<file path="src/hdl/lcs_pkg.sv">
// package: field layout, reset state and timing of the main control/status register
package lcs_pkg;

   // ************************************************
   // register geometry
   // ************************************************
   localparam int CSR_W = 16;
   localparam int BIT_ERR = 15;
   localparam int BIT_BABBLE_FLAG = 14;
   localparam int BIT_COLLISION_ERROR_FLAG = 13;
   localparam int BIT_MISS = 12;
   localparam int BIT_MEMORY_ERROR_FLAG = 11;
   localparam int BIT_RECEIVE_EVENT_FLAG = 10;
   localparam int BIT_TRANSMIT_EVENT_FLAG = 9;
   localparam int BIT_INITIALIZATION_DONE_FLAG = 8;
   localparam int BIT_INTERRUPT_SUMMARY_FLAG = 7;
   localparam int BIT_INTERRUPT_ENABLE_BIT = 6;
   localparam int BIT_RECEIVER_ON_STATUS = 5;
   localparam int BIT_TRANSMITTER_ON_STATUS = 4;
   localparam int BIT_TRANSMIT_DEMAND_BIT = 3;
   localparam int BIT_STOP = 2;
   localparam int BIT_START_COMMAND = 1;
   localparam int BIT_INIT = 0;
   localparam logic [15:0] CSR_RESET_VALUE = 16'h0004;

   // ************************************************
   // timing
   // ************************************************
   localparam int CLK_PERIOD_NS = 4;
   localparam int MEMORY_ERROR_FLAG_TIMEOUT_NS = 25600;
   // least wait, so round up to whole cycles
   localparam int MEMORY_ERROR_FLAG_TIMEOUT_CYC = (MEMORY_ERROR_FLAG_TIMEOUT_NS + CLK_PERIOD_NS - 1) / CLK_PERIOD_NS;
   localparam int BABBLE_BYTES = 1519;
   localparam int BYTE_CNT_W = 11;

   // ************************************************
   // carriers
   // ************************************************
   // one-cycle event pulses from the rest of the controller
   typedef struct packed {
      logic rx_done;
      logic rx_fail;
      logic tx_done;
      logic tx_fail;
      logic tx_underflow;
      logic tx_buffer_err;
      logic missed;
      logic collision_err;
      logic init_done;
      logic disable_receiver_setting;
      logic disable_transmitter_setting;
      logic transmit_demand_bit_taken;
      logic tx_frame_start;
      logic tx_byte;
   } lcs_evt_t;

   // whole register-block state
   typedef struct packed {
      logic babble_flag;
      logic collision_error_flag;
      logic miss;
      logic memory_error_flag;
      logic receive_event_flag;
      logic transmit_event_flag;
      logic initialization_done_flag;
      logic interrupt_enable_bit;
      logic receiver_on_status;
      logic transmitter_on_status;
      logic transmit_demand_bit;
      logic stop;
      logic start_command;
      logic init;
      logic params_ok;
      logic disable_receiver_setting;
      logic disable_transmitter_setting;
      logic [BYTE_CNT_W-1:0] byte_cnt;
      logic sel_d;
      logic [CSR_W-1:0] rdata;
      logic int_n;
      logic stop_pulse;
   } lcs_state_t;

   localparam lcs_state_t LCS_STATE_RST = '{stop: 1'b1, int_n: 1'b1, default: '0};

endpackage

</file>
<file path="src/hdl/lcs_mem_timeout.sv">
// module: bus master ready watchdog that raises a memory error pulse
module lcs_mem_timeout import lcs_pkg::*; #(
   parameter int TIMEOUT_CYC = MEMORY_ERROR_FLAG_TIMEOUT_CYC
) (
   // clock and reset
   input wire logic clk,
   input wire logic rst,
   input wire logic ce,
   // master cycle
   input wire logic addr_strobe,
   input wire logic ready,
   input wire logic abort,
   // result
   output logic timeout
);

   localparam int CW = $clog2(TIMEOUT_CYC + 1);
   localparam logic [CW-1:0] LAST = CW'(TIMEOUT_CYC - 1);

   typedef struct packed {
      logic busy;
      logic [CW-1:0] cnt;
      logic timeout;
   } lcs_tmo_t;

   lcs_tmo_t r;
   lcs_tmo_t n;

   // ************************************************
   // wait counter
   // ************************************************
   // counting starts on the address phase and stops at ready
   always_comb begin
      n = r;
      n.timeout = 1'b0;
      if (abort || ready) begin
         n.busy = 1'b0;
         n.cnt = '0;
      end else if (addr_strobe) begin
         n.busy = 1'b1;
         n.cnt = '0;
      end else if (r.busy) begin
         if (r.cnt == LAST) begin
            n.busy = 1'b0;
            n.timeout = 1'b1;
         end else begin
            n.cnt = r.cnt + 1'b1;
         end
      end
   end

   // state register
   always_ff @(posedge clk or posedge rst) begin
      if (rst) begin
         r <= '0;
      end else if (ce) begin
         r <= n;
      end
   end

   assign timeout = r.timeout;

endmodule

</file>
<file path="src/hdl/lcs_main_csr.sv">
// module: main control and status register of the network controller
//
// Notes on behaviour
// - memory error after 25.6 us without ready
// - memory error turns receiver and transmitter off
// - event flags: hardware set, write-one clear
// - receive flag on last buffer or failure
// - transmit flag on last buffer or failure
// - init-done flag once parameters are stored
// - interrupt summary ORs six flags, not collision
// - interrupt pin low when enabled and pending
// - summary read-only, clears with its causes
// - interrupt enable writable anytime, cleared by stop
// - receiver-on set by start unless disabled
// - transmitter-on set by start, cleared by errors
// - transmit demand polls now, then self-clears
// - stop acts like hardware reset
// - stop wins over start and initialize
// - stop set by reset, cleared by start/init
// - start taken whether stopped or not, clears stop
// - start set by writing one only
// - initialize fetches parameters, clears stop
// - register latched during a host read
// - error summary ORs four error flags
// - babble after 1519 transmitted bytes
// - missed packet flag when no buffer owned
module lcs_main_csr import lcs_pkg::*; #(
   parameter int MEMORY_ERROR_FLAG_CYC = MEMORY_ERROR_FLAG_TIMEOUT_CYC
) (
   // clock, reset, enable
   input wire logic clk,
   input wire logic rst,
   input wire logic ce,
   // host slave access
   input wire logic host_sel,
   input wire logic host_wr,
   input wire logic [CSR_W-1:0] host_wdata,
   output logic [CSR_W-1:0] host_rdata,
   // bus master watch
   input wire logic bm_addr_strobe,
   input wire logic bm_ready,
   // controller events
   input wire lcs_evt_t evt,
   // interrupt pin
   output logic int_n,
   // status towards the controller
   output logic rx_on,
   output logic tx_on,
   output logic transmit_demand_bit_pending,
   output logic start_on,
   output logic init_req,
   output logic stop_on,
   output logic stop_pulse
);

   lcs_state_t r;
   lcs_state_t n;

   logic memory_error_flag_evt;
   logic acc;
   logic wr;
   logic rd;
   logic wr_stop;
   logic [CSR_W-1:0] clr;
   logic [CSR_W-1:0] csr;
   logic interrupt_summary_flag;
   logic err;
   logic run;
   logic babble_flag_set;
   logic tx_kill;

   // ************************************************
   // memory error watchdog
   // ************************************************
   // stop drops any master cycle, so the watch is aborted too
   lcs_mem_timeout #(
      .TIMEOUT_CYC(MEMORY_ERROR_FLAG_CYC)
   ) u_tmo (
      .clk(clk),
      .rst(rst),
      .ce(ce),
      .addr_strobe(bm_addr_strobe),
      .ready(bm_ready),
      .abort(r.stop),
      .timeout(memory_error_flag_evt)
   );

   // ************************************************
   // register view
   // ************************************************
   // summary bits are derived, never stored, so they follow their causes
   assign interrupt_summary_flag = r.babble_flag | r.miss | r.memory_error_flag | r.receive_event_flag | r.transmit_event_flag | r.initialization_done_flag;
   assign err = r.babble_flag | r.collision_error_flag | r.miss | r.memory_error_flag;

   // read image of the register
   always_comb begin
      csr = '0;
      csr[BIT_ERR] = err;
      csr[BIT_BABBLE_FLAG] = r.babble_flag;
      csr[BIT_COLLISION_ERROR_FLAG] = r.collision_error_flag;
      csr[BIT_MISS] = r.miss;
      csr[BIT_MEMORY_ERROR_FLAG] = r.memory_error_flag;
      csr[BIT_RECEIVE_EVENT_FLAG] = r.receive_event_flag;
      csr[BIT_TRANSMIT_EVENT_FLAG] = r.transmit_event_flag;
      csr[BIT_INITIALIZATION_DONE_FLAG] = r.initialization_done_flag;
      csr[BIT_INTERRUPT_SUMMARY_FLAG] = interrupt_summary_flag;
      csr[BIT_INTERRUPT_ENABLE_BIT] = r.interrupt_enable_bit;
      csr[BIT_RECEIVER_ON_STATUS] = r.receiver_on_status;
      csr[BIT_TRANSMITTER_ON_STATUS] = r.transmitter_on_status;
      csr[BIT_TRANSMIT_DEMAND_BIT] = r.transmit_demand_bit;
      csr[BIT_STOP] = r.stop;
      csr[BIT_START_COMMAND] = r.start_command;
      csr[BIT_INIT] = r.init;
   end

   // ************************************************
   // access decode
   // ************************************************
   // one action per access: only the first cycle of a select counts
   assign acc = host_sel & ~r.sel_d;
   assign wr = acc & host_wr;
   assign rd = acc & ~host_wr;
   assign wr_stop = wr & host_wdata[BIT_STOP];
   assign clr = wr ? host_wdata : '0;
   // while stopped the controller does nothing, so its events are ignored
   assign run = ~r.stop;
   assign babble_flag_set = run & evt.tx_byte & ~evt.tx_frame_start
                     & (r.byte_cnt == BYTE_CNT_W'(BABBLE_BYTES - 1));
   assign tx_kill = evt.tx_underflow | evt.tx_buffer_err;

   // ************************************************
   // next state
   // ************************************************
   always_comb begin
      n = r;
      n.sel_d = host_sel;
      n.stop_pulse = 1'b0;

      // read image frozen at the start of the access
      if (rd) begin
         n.rdata = csr;
      end

      // byte counter for the transmit length watch
      if (evt.tx_frame_start) begin
         n.byte_cnt = '0;
      end else if (evt.tx_byte && r.byte_cnt != BYTE_CNT_W'(BABBLE_BYTES)) begin
         n.byte_cnt = r.byte_cnt + 1'b1;
      end

      // sticky flags: clear first, then set so a concurrent event survives
      n.babble_flag = (r.babble_flag & ~clr[BIT_BABBLE_FLAG]) | babble_flag_set;
      n.collision_error_flag = (r.collision_error_flag & ~clr[BIT_COLLISION_ERROR_FLAG]) | (run & evt.collision_err);
      n.miss = (r.miss & ~clr[BIT_MISS]) | (run & evt.missed);
      n.memory_error_flag = (r.memory_error_flag & ~clr[BIT_MEMORY_ERROR_FLAG]) | (run & memory_error_flag_evt);
      n.receive_event_flag = (r.receive_event_flag & ~clr[BIT_RECEIVE_EVENT_FLAG]) | (run & (evt.rx_done | evt.rx_fail));
      n.transmit_event_flag = (r.transmit_event_flag & ~clr[BIT_TRANSMIT_EVENT_FLAG]) | (run & (evt.tx_done | evt.tx_fail));
      n.initialization_done_flag = (r.initialization_done_flag & ~clr[BIT_INITIALIZATION_DONE_FLAG]) | (run & evt.init_done);

      // interrupt enable takes every write, stopped or not
      if (wr) begin
         n.interrupt_enable_bit = host_wdata[BIT_INTERRUPT_ENABLE_BIT];
      end

      // commands are written with one only; zeros leave them alone
      if (wr && host_wdata[BIT_START_COMMAND]) begin
         n.start_command = 1'b1;
         n.stop = 1'b0;
         if (r.params_ok && !r.disable_receiver_setting) begin
            n.receiver_on_status = 1'b1;
         end
         if (r.params_ok && !r.disable_transmitter_setting) begin
            n.transmitter_on_status = 1'b1;
         end
      end
      if (wr && host_wdata[BIT_INIT]) begin
         n.init = 1'b1;
         n.stop = 1'b0;
      end
      if (wr && host_wdata[BIT_TRANSMIT_DEMAND_BIT] && !r.stop) begin
         n.transmit_demand_bit = 1'b1;
      end else if (evt.transmit_demand_bit_taken) begin
         n.transmit_demand_bit = 1'b0;
      end

      // parameters stored: remember the disable settings
      if (run && evt.init_done) begin
         n.params_ok = 1'b1;
         n.disable_receiver_setting = evt.disable_receiver_setting;
         n.disable_transmitter_setting = evt.disable_transmitter_setting;
         // start written together with initialize comes into force here
         if (evt.disable_receiver_setting) begin
            n.receiver_on_status = 1'b0;
         end else if (r.start_command) begin
            n.receiver_on_status = 1'b1;
         end
         if (evt.disable_transmitter_setting) begin
            n.transmitter_on_status = 1'b0;
         end else if (r.start_command) begin
            n.transmitter_on_status = 1'b1;
         end
      end

      // transmit faults stop the transmitter only
      if (run && tx_kill) begin
         n.transmitter_on_status = 1'b0;
      end

      // a memory error shuts down both directions
      if (run && memory_error_flag_evt) begin
         n.receiver_on_status = 1'b0;
         n.transmitter_on_status = 1'b0;
      end

      // stop overrides everything written with it and acts as a reset
      if (wr_stop) begin
         n = LCS_STATE_RST;
         n.rdata = r.rdata;
         n.sel_d = host_sel;
         n.stop_pulse = 1'b1;
      end

      // pin is built from the next-state flags, so it changes in the same cycle as they do, from a flop
      n.int_n = ~(n.interrupt_enable_bit & (n.babble_flag | n.miss | n.memory_error_flag | n.receive_event_flag | n.transmit_event_flag | n.initialization_done_flag));
   end

   // ************************************************
   // state register
   // ************************************************
   // reset loads the same image that a stop write produces
   always_ff @(posedge clk or posedge rst) begin
      if (rst) begin
         r <= LCS_STATE_RST;
      end else if (ce) begin
         r <= n;
      end
   end

   // ************************************************
   // outputs
   // ************************************************
   assign host_rdata = r.rdata;
   assign int_n = r.int_n;
   assign rx_on = r.receiver_on_status;
   assign tx_on = r.transmitter_on_status;
   assign transmit_demand_bit_pending = r.transmit_demand_bit;
   assign start_on = r.start_command;
   assign init_req = r.init;
   assign stop_on = r.stop;
   assign stop_pulse = r.stop_pulse;

endmodule

</file>
<file path="config.mk">
export PLATFORM = sky130hd
export DESIGN_NAME = lcs_main_csr
export DESIGN_NICKNAME = d
export VERILOG_FILES = /design/src/hdl/lcs_pkg.sv /design/src/hdl/lcs_mem_timeout.sv /design/src/hdl/lcs_main_csr.sv
export SDC_FILE = /design/constraint.sdc
export NUM_CORES = 1
export LEC_CHECK = 0
export CAP_MARGIN = 20
export CORE_MARGIN = 3
export CORE_UTILIZATION = 42
export CTS_CLUSTER_DIAMETER = 150
export DETAILED_ROUTE_END_ITERATION = 16
export DONT_BUFFER_PORTS = 1
export GPL_TIMING_DRIVEN = 0
export SLEW_MARGIN = 20
export SYNTH_ARGS = -nofsm -noshare
export SYNTH_HDL_FRONTEND = slang
export SYNTH_HIERARCHICAL = 1
export SYNTH_SLANG_ARGS = --single-unit
</file>
<file path="constraint.sdc">
create_clock -name clk -period 2.15 [get_ports clk]
set_clock_uncertainty 0.15 [all_clocks]
set_input_delay 0 -clock clk [delete_from_list [all_inputs] [get_ports clk]]
set_output_delay 0 -clock clk [all_outputs]
set_load 0.05 [all_outputs]
</file>
==> run summary, run 1 <==
Status - finished, final reports clean
Total routed wirelength - 8.45 mm
# setup viols final - 0
CTS Buffer Depth - 2
Vias - 2830
Rows - 31
Die width - 94.8 um
Area grow syn2layout - 23.0%
Power Total - 3440 uW
# fillers - 687
Worst hold-check path type - input pin to asynchronous set/reset pin
Vias in the first global route - 2757
Layout cells sized above 1 - 17.4%
Wire per inst - 17.0 um
N_diodes - 0
Simple-Gate Fraction of Synth Area - 21.1%
Final Hold Viols - 0
Ys Warns - 6
Crit path kind - input pin to register
Clock Sinks - 62
Predominant post-synthesis flop cell - dfrtp_1
Worst setup SP type - input pin
Worst-path clk slew - 0.07 ns
Net Count, Synth - 380
Synthesized area - 0.00331 mm2
CP required - 2.28 ns
Register bit total from synthesis - 62
Distinct cell type count after synthesis - 60
Routed Antenna Nets - 0
RSZ-0062 raised after global routing - false
Met2 Wirelength - 4.01 mm
CTS Buf Count - 9
Worst setup EP type - register
Headroom to the max-slew limit - 57.0%
Routability cong. - 0.886
TritonCTS clock tree - yes
Largest family of logic cells by synthesized area - simple AND/OR/NAND/NOR gates
First-pass GRT wire length - 13.7 mm
DR vias/cell - 5.71
Antenna violations before repair - 0
Commonest non-fill, non-tap cells in the layout - dfrtp_1 (60), dlygate4sd3_1 (37), nand2_1 (29)
DP Area - 0.00346 mm2
DP Worst Slack - -0.0644 ns
IO Port Bufs - 0
Worst Reg2Reg Path Length in Cells - 6
Gate Count Post-Synth - 340
GRT Overall Usage - 19.6%
DRC viols - 0
Post-route clock period utilization - 96.0%
Drt first pass iters - 4
Final Net Count - 432
Register area share after synthesis - 46.9%
Core outline area - 0.00745 mm2
Clock latency on the worst-skew pair - 0.34 ns
Fin area - 0.00408 mm2
Post-layout minimum cycle time - 2.06 ns
Top-level port count - 61
EDFF count, synth - 0
Asr flop ratio synth - 100%
Mux cell area share after synthesis - 6.08%
Power per cell area - 845 mW/mm2
Final Max Slew Viols - 0
Post-synthesis compound-gate area fraction - 17.1%
Maximum VDD drop - 0.632 mV
Root Buffer - clkbuf_8
Critical Path AT - 2.19 ns
Total gr overflow - 0
Routed wl met3 - 423 um
Met1 Wirelength - 3.87 mm
Initial Utilization - 44.5%
Max layer used - met4
Post-synthesis adder-cell area fraction - 1.13%
Post-DP HPWL - 5.69 mm
Max-cap violations - 0
Crit-path max FO - 10
Post-synthesis xor/xnor area fraction - 0.793%
Worst-Margin Slew - 0.642 ns
Most common cell after layout, fill and taps aside - dfrtp_1
Leak pwr - 0.00165 uW
Largest net degree at the start of global routing - 34
Syn Area/Cell - 9.74 um2
Fmax - 485 MHz
Die ar. - 0.00899 mm2
Setup WS post-layout - 0.0864 ns
1st-iter DRT viols - 143
Htree depth - 3
Die height - 94.8 um
-- through the flow --
step | setup TNS, ns | hold slack, ns | std cells | utilization, %
2_1_floorplan | 0 | -0.249 | 340 | -
3_3_place_gp | -0.402 | -0.160 | 439 | 46.2
3_5_place_dp | -0.171 | -0.277 | 440 | 46.4
4_1_cts | 0 | 0.00649 | 493 | 53.9
5_1_grt | 0 | 0.0447 | 496 | 54.7
6_report | 0 | 0.0271 | 496 | 54.7
-- where the power goes --
group | internal, uW | switching [uW]
logic | 326 | 567
clock network | 510 | 456
registers | 1340 | 246
total | 2170 | 1270
-- routing by layer --
metal | global-route usage [%] | up-vias
met3 | 5.50 | 15
li1 | - | 1348
met2 | 31.1 | 81
met5 | 0 | -
met4 | 5.41 | 0
met1 | 26.3 | 1386
-- cells in the mapped netlist (5+ instances only) --
master    count  area (um2)
dfrtp_1      60        1500
nand2_1      29         109
a21oi_1      23         115
nor2_1       23        86.3
nand3_1      18        90.1
buf_4        16         120
o21ai_0      16        80.1
inv_1        13        48.8
mux2_2       11         124
o211ai_1     11        82.6
nor3_1        9        45.0
nor4_1        7        43.8
or3_1         7        43.8
clkbuf_1      6        22.5
mux2_1        6        67.6
nand3b_1      5        37.5
o31ai_1       5        37.5
-- kinds of logic (layout without fill, tap and decap cells) --
family,Yosys count,after routing
xor gates and xnor gates,3,3
muxes,18,18
DFF,62,62
and+or+nand+nor,127,127
AOI/OAI and AO/OA,85,85
buffers and inverters,42,99
adders and majority gates,3,3
-- final timing paths --
| check | start | endpoint | slack [ns] |
|---|---|---|---|
| min in group clk | evt[0] | r[21]$_DFFE_PP0P_ | 0.03 |
| min reg2reg | host_rdata[5]$_DFFE_PP0P_ | host_rdata[5]$_DFFE_PP0P_ | 0.33 |
| max | ce | csr[11]$_DFFE_PP0P_ | 0.09 |
| min | rst | r[31]$_DFFE_PP0P_ | 0.03 |
| max reg2reg | u_tmo/r[2]$_DFFE_PP0P_ | u_tmo/r[14]$_DFFE_PP0P_ | 0.09 |
| max in group asynchronous | rst | host_rdata[3]$_DFFE_PP0P_ | 0.76 |
-- registers in the layout, summed over array words and instances (netlist names) --
signal	count
transmit_demand_bit_pending	1
tx_on	1
u_tmo/timeout	1
stop_on	1
u_tmo/r	14
stop_pulse	1
init_req	1
r	15
host_rdata	16
int_n	1
start_on	1
rx_on	1
csr	8
-- what timing repair did --
item	CTS	global route
endpoints found under the hold margin	121	0
setup buffers	0	3
pin swaps	0	1
setup endpoints to repair	5	21
hold buffers	37	0
resized for setup	1	10
-- critical path, stage by stage --
cell and delay [ns]:
dlygate4sd3_1 0.74, buf_2 0.29, clkbuf_2 0.27, a21oi_1 0.12, a21oi_1 0.18, dlygate4sd3_1 0.58
-- cell type report --
| cell class | count | area (um2) | area share (%) |
|---|---|---|---|
| Buffer | 28 | 180 | 4.42 |
| Tap cell | 99 | 124 | 3.04 |
| Multi-Input combinational cell | 236 | 1560 | 38.3 |
| Clock inverter | 3 | 17.5 | 0.430 |
| Inverter | 14 | 52.6 | 1.29 |
| Timing Repair Buffer | 41 | 413 | 10.1 |
| Sequential cell | 62 | 1560 | 38.2 |
| Clock buffer | 13 | 169 | 4.14 |
Note: power is estimated with default switching activity, not from simulation.
==> inputs of run 2 (changes only) <==
--- a/config.mk
+++ b/config.mk
@@ -12,6 +12,7 @@
 export DETAILED_ROUTE_END_ITERATION = 16
 export DONT_BUFFER_PORTS = 1
 export GPL_TIMING_DRIVEN = 0
+export PLACE_DENSITY = 0.53
 export SLEW_MARGIN = 20
 export SYNTH_ARGS = -nofsm -noshare
 export SYNTH_HDL_FRONTEND = slang
==> run 2 against run 1 <==
Register-to-register slack about the same. Via count down 1.9%. Combinational power about the same. Largest power group unchanged. Critical path type is now register to register. Critical endpoint is now csr[9]$_DFFE_PP0P_. Routed wire length down 2.2%. Clock power up 23%.
==> run summary, run 2 (synthesis results as in run 1) <==
Status - finished, final reports clean (unchanged)
CTS Buffer Depth - 2 (unchanged)
Clock Sinks - 62 (unchanged)
CTS Buf Count - 9 (unchanged)
Flop2flop setup slack - 0.08 ns (was 0.09 ns)
Die height - 94.8 um (unchanged)
Clock latency on the worst-skew pair - 0.34 ns (about the same)
Int Pwr - 2360 uW (was 2170 uW)
Final Net Count - 430 (was 432)
Vias - 2775 (was 2830)
DRC viols - 0 (unchanged)
Layout cells sized above 1 - 16.7% (was 17.4%)
Worst setup SP type - register (was input pin)
Max-cap violations - 0 (unchanged)
Worst reg2reg path startpoint - stop_on$_DFFE_PP1P_ (was u_tmo/r[2]$_DFFE_PP0P_)
Setup WS post-layout - 0.0821 ns (was 0.0864 ns)
Endpoint of the lowest-slack register-to-register path - csr[9]$_DFFE_PP0P_ (was u_tmo/r[14]$_DFFE_PP0P_)
TritonCTS clock tree - yes (unchanged)
Non-filler instance count after layout - 494 (was 496)
Final core occ - 55.2% (was 54.7%)
Wire per inst - 16.7 um (was 17.0 um)
Max reg flops - 16 (unchanged)
Worst-Margin Slew - 0.726 ns (was 0.642 ns)
Switching share of power - 35.6% (was 36.9%)
RSZ-0062 raised after global routing - true (was false)
Htree depth - 3 (unchanged)
Largest net degree at the start of global routing - 33 (was 34)
Rows - 31 (unchanged)
Fmax - 484 MHz (was 485 MHz)
CP required - 2.23 ns (was 2.28 ns)
CP Launch Point - stop_on$_DFFE_PP1P_ (was ce)
DR vias/cell - 5.62 (was 5.71)
Sw power - 1310 uW (was 1270 uW)
Root Buffer - clkbuf_8 (unchanged)
Part of the power in registers - 43.1% (was 46.0%)
Core outline area - 0.00745 mm2 (unchanged)
Total routed wirelength - 8.26 mm (was 8.45 mm)
Initial Utilization - 44.5% (unchanged)
Die width - 94.8 um (unchanged)
Critical Path AT - 2.15 ns (was 2.19 ns)
Post-layout minimum cycle time - 2.07 ns (was 2.06 ns)
Power per cell area - 891 mW/mm2 (was 845 mW/mm2)
Total gr overflow - 0 (unchanged)
Final Hold Viols - 0 (unchanged)
Post-route clock period utilization - 96.2% (was 96.0%)
Dpl cells - 440 (unchanged)
Routed Antenna Nets - 0 (unchanged)
Worst Reg2Reg Path Length in Cells - 5 (was 6)
Area grow syn2layout - 24.0% (was 23.0%)
Final Max Slew Viols - 0 (unchanged)
Most common cell after layout, fill and taps aside - dfrtp_1 (unchanged)
Worst setup EP type - register (unchanged)
Top-level port count - 61 (unchanged)
Headroom to the max-slew limit - 51.4% (was 57.0%)
Maximum VDD drop - 0.509 mV (was 0.632 mV)
Crit path kind - register to register (was input pin to register)
DP Worst Slack - -0.137 ns (was -0.0644 ns)
Commonest non-fill, non-tap cells in the layout - dfrtp_1 (60), dlygate4sd3_1 (37), nand2_1 (29) (unchanged)
First-pass GRT wire length - 13.6 mm (was 13.7 mm)
# setup viols final - 0 (unchanged)
N_diodes - 0 (unchanged)
Clock share of power - 32.5% (was 28.0%)
Die ar. - 0.00899 mm2 (unchanged)
Routability cong. - 0.820 (was 0.886)
Leak pwr - 0.00167 uW (was 0.00165 uW)
Post-DP HPWL - 5.73 mm (was 5.69 mm)
GRT Overall Usage - 19.7% (was 19.6%)
IO Port Bufs - 0 (unchanged)
Crit-path max FO - 8 (was 10)
Worst hold-check path type - input pin to asynchronous set/reset pin (unchanged)
Drt first pass iters - 4 (unchanged)
Antenna violations before repair - 0 (unchanged)
Logic pwr share - 24.3% (was 25.9%)
Vias in the first global route - 2756 (was 2757)
1st-iter DRT viols - 132 (was 143)
Worst-path clk slew - 0.08 ns (was 0.07 ns)
==> run 2: cell count changes in the layout (fill, tap and decap cells not counted), moves of 2 or more <==
| cell | delta |
|---|---|
| buf_4 | -3 |
| bufinv_16 | +2 |
| clkbuf_8 | -2 |
| inv_6 | +2 |
==> run 2: worst max path at each step <==
stage,end,cells after the start
after detailed placement,u_tmo/r[3]$_DFFE_PP0P_,4
final,csr[9]$_DFFE_PP0P_,5
after global placement,u_tmo/r[3]$_DFFE_PP0P_,4
after floorplan,u_tmo/r[14]$_DFFE_PP0P_,6
after CTS,csr[9]$_DFFE_PP0P_,5
after global routing,init_req$_DFFE_PP0P_,5
==> run 2: critical path, cell delays in order, from the launching register on <==
cell,delay [ns]
dfstp_4,0.75
inv_1,0.12
o21ai_0,0.13
nor2_1,0.06
dlygate4sd3_1,0.57
o22a_1,0.18
==> run 2: metal layers <==
layer	vias to the layer above	GRT usage (%)	wire (um)	part of all wire, %
li1	1348	-	-	-
met4	0	5.53	74	0.90
met5	-	0	0	0
met3	7	5.42	540	6.5
met2	82	29.9	3730	45
met1	1338	27.5	3920	47
==> run 2: layout make-up <==
type	count	area, um2
clock buffer	10	138
clock inverter	6	91.3
fill	698	3340
tap	99	124
buffer	28	181
timing repair buffer	39	403
inverter	14	52.6
sequential	62	1560
multi-input combinational	236	1560
==> run 2: power groups by stage <==
stage	Combinational [uW]	Sequential (uW)	Clock, uW
6_report	892	1580	1190
5_1_grt	960	1600	1260
4_1_cts	894	1580	1220
3_5_place_dp	817	1600	0
3_3_place_gp	804	1590	0
2_1_floorplan	732	1560	0
==> run 2: per-stage QoR <==
stage          total power [uW]  hold slack, ns  cell area, um2  TNS, ns
2_1_floorplan              2290          -0.249            3310        0
6_report                   3660         0.00656            4110        0
3_3_place_gp               2400          -0.154            3440   -0.702
5_1_grt                    3830          0.0132            4110  -0.0327
4_1_cts                    3690        0.000475            4070        0
3_5_place_dp               2420          -0.261            3460   -0.607
==> run 2: what timing repair did <==
action                                  4_1_cts  5_1_grt
buffers inserted                              0        0
gates resized for setup                       1       10
endpoints found under the hold margin       120        0
endpoints found under the setup margin        9       17
gates cloned                                  0        0
hold buffers                                 38        0
==> inputs of run 3 (changes only) <==
--- a/config.mk
+++ b/config.mk
@@ -5,6 +5,7 @@
 export SDC_FILE = /design/constraint.sdc
 export NUM_CORES = 1
 export LEC_CHECK = 0
+export ABC_AREA = 1
 export CAP_MARGIN = 20
 export CORE_MARGIN = 3
 export CORE_UTILIZATION = 42
==> run 3 against run 2 <==
Clock power is 5% higher. First-iteration DRC count is 36% lower. Critical path depth is 2 higher. Non-clock buffer count is 4 lower. Register-to-register slack better by 0.06 ns. Sequential share of layout area is 1.5 points lower. Highest routed layer unchanged.
==> run summary, run 3 <==
Mux cell area share after synthesis - 0% (was 6.08%)
Post-synth top area share - 42.6% (was 45.3%)
Worst-path clk slew - 0.07 ns (was 0.08 ns)
Vias - 3036 (was 2775)
Status - finished, final reports clean (unchanged)
Max reg flops - 16 (unchanged)
Post-DP HPWL - 6.11 mm (was 5.73 mm)
Predominant post-synthesis flop cell - dfrtp_1 (unchanged)
DR vias/cell - 4.92 (was 5.62)
CTS Buffer Depth - 2 (unchanged)
Most common cell after layout, fill and taps aside - nand2_1 (was dfrtp_1)
Leak pwr - 0.00212 uW (was 0.00167 uW)
GRT Overall Usage - 19.4% (was 19.7%)
Count leader, synth - nand2_1 (was dfrtp_1)
Post-layout minimum cycle time - 2.01 ns (was 2.07 ns)
Die ar. - 0.00952 mm2 (was 0.00899 mm2)
Largest family of logic cells by synthesized area - simple AND/OR/NAND/NOR gates (unchanged)
Crit path max-delay cell type - dlygate4sd3_1 (was dfstp_4)
Layout cells sized above 1 - 14.0% (was 16.7%)
Initial Utilization - 44.4% (was 44.5%)
Fin area - 0.00427 mm2 (was 0.00411 mm2)
Antenna violations before repair - 0 (unchanged)
Final Net Count - 550 (was 430)
N_diodes - 0 (unchanged)
Power per cell area - 841 mW/mm2 (was 891 mW/mm2)
Final Hold Viols - 0 (unchanged)
Worst hold-check path type - input pin to register (was input pin to asynchronous set/reset pin)
Worst setup SP type - register (unchanged)
Register bit total from synthesis - 62 (unchanged)
Clock latency on the worst-skew pair - 0.34 ns (about the same)
Crit path cell chain - inv_1 > nand3_2 > inv_4 > nand2_4 > nor2_4 > a21oi_1 > dlygate4sd3_1 (was inv_1 > o21ai_0 > nor2_1 > dlygate4sd3_1 > o22a_1)
Crit-path max FO - 7 (was 8)
Net Count, Synth - 503 (was 380)
Ys Warns - 6 (unchanged)
Setup WS post-layout - 0.139 ns (was 0.0821 ns)
Distinct cell type count after synthesis - 36 (was 60)
Syn Area/Cell - 7.61 um2 (was 9.74 um2)
Top-level port count - 61 (unchanged)
Vias in the first global route - 3050 (was 2756)
Delay-heaviest family, CP - buffers and inverters (was flip-flops)
Htree depth - 3 (unchanged)
Die width - 97.6 um (was 94.8 um)
Root Buffer - clkbuf_8 (unchanged)
DP Area - 0.00367 mm2 (was 0.00346 mm2)
Gate Count Post-Synth - 463 (was 340)
CTS Buf Count - 9 (unchanged)
Core outline area - 0.00793 mm2 (was 0.00745 mm2)
Max-cap violations - 0 (unchanged)
Dpl cells - 566 (was 440)
Rows - 32 (was 31)
Post-synthesis adder-cell area fraction - 1.07% (was 1.13%)
Maximum VDD drop - 0.345 mV (was 0.509 mV)
Register area share after synthesis - 44.1% (was 46.9%)
Fmax - 497 MHz (was 484 MHz)
Total gr overflow - 0 (unchanged)
Commonest non-fill, non-tap cells in the layout - nand2_1 (144), dfrtp_1 (60), inv_1 (54) (was dfrtp_1 (60), dlygate4sd3_1 (37), nand2_1 (29))
Routability cong. - 0.819 (was 0.820)
Post-synthesis compound-gate area fraction - 8.45% (was 17.1%)
Routed Antenna Nets - 0 (unchanged)
Library cell with the largest summed area after synthesis - dfrtp_1 (unchanged)
Area grow syn2layout - 21.3% (was 24.0%)
Post-route clock period utilization - 93.5% (was 96.2%)
Buf/Inv on CP - 3 (was 2)
RSZ-0062 raised after global routing - false (was true)
# fillers - 759 (was 698)
Worst setup EP type - register (unchanged)
Asr flop ratio synth - 100% (unchanged)
Crit path kind - register to register (unchanged)
Worst-Margin Slew - 0.797 ns (was 0.726 ns)
Post-synthesis xor/xnor area fraction - 2.74% (was 0.793%)
1st-iter DRT viols - 84 (was 132)
# setup viols final - 0 (unchanged)
DP Worst Slack - 0.135 ns (was -0.137 ns)
IO Port Bufs - 0 (unchanged)
Critical Path AT - 2.08 ns (was 2.15 ns)
Synthesized area - 0.00352 mm2 (was 0.00331 mm2)
TNS Setup - 0 ns (unchanged)
Power Total - 3590 uW (was 3660 uW)
Drt first pass iters - 4 (unchanged)
First-pass GRT wire length - 14.9 mm (was 13.6 mm)
Simple-Gate Fraction of Synth Area - 31.8% (was 21.1%)
Non-filler instance count after layout - 617 (was 494)
Die height - 97.6 um (was 94.8 um)
Wire per inst - 14.0 um (was 16.7 um)
Largest net degree at the start of global routing - 30 (was 33)
Headroom to the max-slew limit - 46.7% (was 51.4%)
Top post-synthesis cells by count - nand2_1 (144), dfrtp_1 (60), inv_1 (55) (was dfrtp_1 (60), nand2_1 (29), a21oi_1 (23), nor2_1 (23), nand3_1 (18))
EDFF count, synth - 0 (unchanged)
Total routed wirelength - 8.66 mm (was 8.26 mm)
Clock Sinks - 62 (unchanged)
Largest cells by area after synthesis - dfrtp_1 (43%), nand2_1 (15%), inv_1 (5.9%) (was dfrtp_1 (45%), mux2_2 (3.7%), buf_4 (3.6%))
CP required - 2.22 ns (was 2.23 ns)
TritonCTS clock tree - yes (unchanged)
DRC viols - 0 (unchanged)
Final Max Slew Viols - 0 (unchanged)
Crit-path max cell delay - 0.56 ns (was 0.75 ns)
## run 3: changes by cell type after synthesis, moves of 10 or more
cell / delta
inv_1: +42
nand4_1: +11
o21ai_0: +20
o211ai_1: -11
a21oi_1: -16
mux2_2: -11
xor2_1: +10
nor2_1: +15
nand2_1: +115
## run 3: kinds of logic (layout without fill, tap and decap cells)
family          count (synthesis)  after routing
compound gates                 54             54
xor+xnor                       11             11
fa+ha+maj                       3              3
buf+inv                        86            138
flops                          62             62
simple gates                  247            247
## run 3: what timing repair did
item,in CTS,in global routing
gates resized for setup,0,3
buffers inserted,0,1
endpoints found under the hold margin,118,0
setup endpoints to repair,0,2
hold buffers,35,0
## run 3: final timing paths
check	start	end	slack (ns)	depth (start not counted)
min in group asynchronous	rst	int_n$_DFFE_PP1P_	0.06	2
setup / recovery	r[18]$_DFFE_PP0P_	init_req$_DFFE_PP0P_	0.14	7
setup reg to reg	r[18]$_DFFE_PP0P_	init_req$_DFFE_PP0P_	0.14	7
hold reg to reg	host_rdata[5]$_DFFE_PP0P_	host_rdata[5]$_DFFE_PP0P_	0.33	2
max in group asynchronous	rst	r[28]$_DFFE_PP0P_	0.57	3
hold / removal	evt[1]	r[29]$_DFFE_PP0P_	0.02	4
## run 3: worst reg2reg max path: stages (launching register included)
cell	delay [ns]
dfrtp_1	0.40
inv_1	0.18
nand3_2	0.15
inv_4	0.14
nand2_4	0.12
nor2_4	0.15
a21oi_1	0.05
dlygate4sd3_1	0.56
## run 3: where the power goes
part           switching, uW  total [uW]  internal (uW)
Clock                    483        1250            771
Sequential               202        1520           1320
Combinational            555         820            265
## run 3: per-layer routing
| layer | GRT usage [%] | vias to the layer above | routed length, um |
|---|---|---|---|
| met1 | 25.4 | 1413 | 4080 |
| li1 | - | 1550 | - |
| met2 | 31.6 | 64 | 4090 |
| met4 | 5.86 | 0 | 108 |
| met3 | 4.88 | 9 | 381 |
| met5 | 0 | - | 0 |
## run 3: area by class of cell
type	instances	area, um2	area share, %
Clock inverter	6	109	2.55
Inverter	59	224	5.24
Timing Repair Buffer	36	368	8.61
Tap cell	102	128	2.99
Buffer	27	193	4.51
Clock buffer	10	128	2.99
Sequential cell	62	1550	36.4
Multi-Input combinational cell	315	1570	36.7
## run 3: stage by stage
stage	hold WS, ns	util [%]
3_5_place_dp	-0.234	46.3
5_1_grt	0.0507	53.9
3_3_place_gp	-0.158	46.0
2_1_floorplan	-0.249	-
4_1_cts	0.00673	53.7
6_report	0.0232	53.9
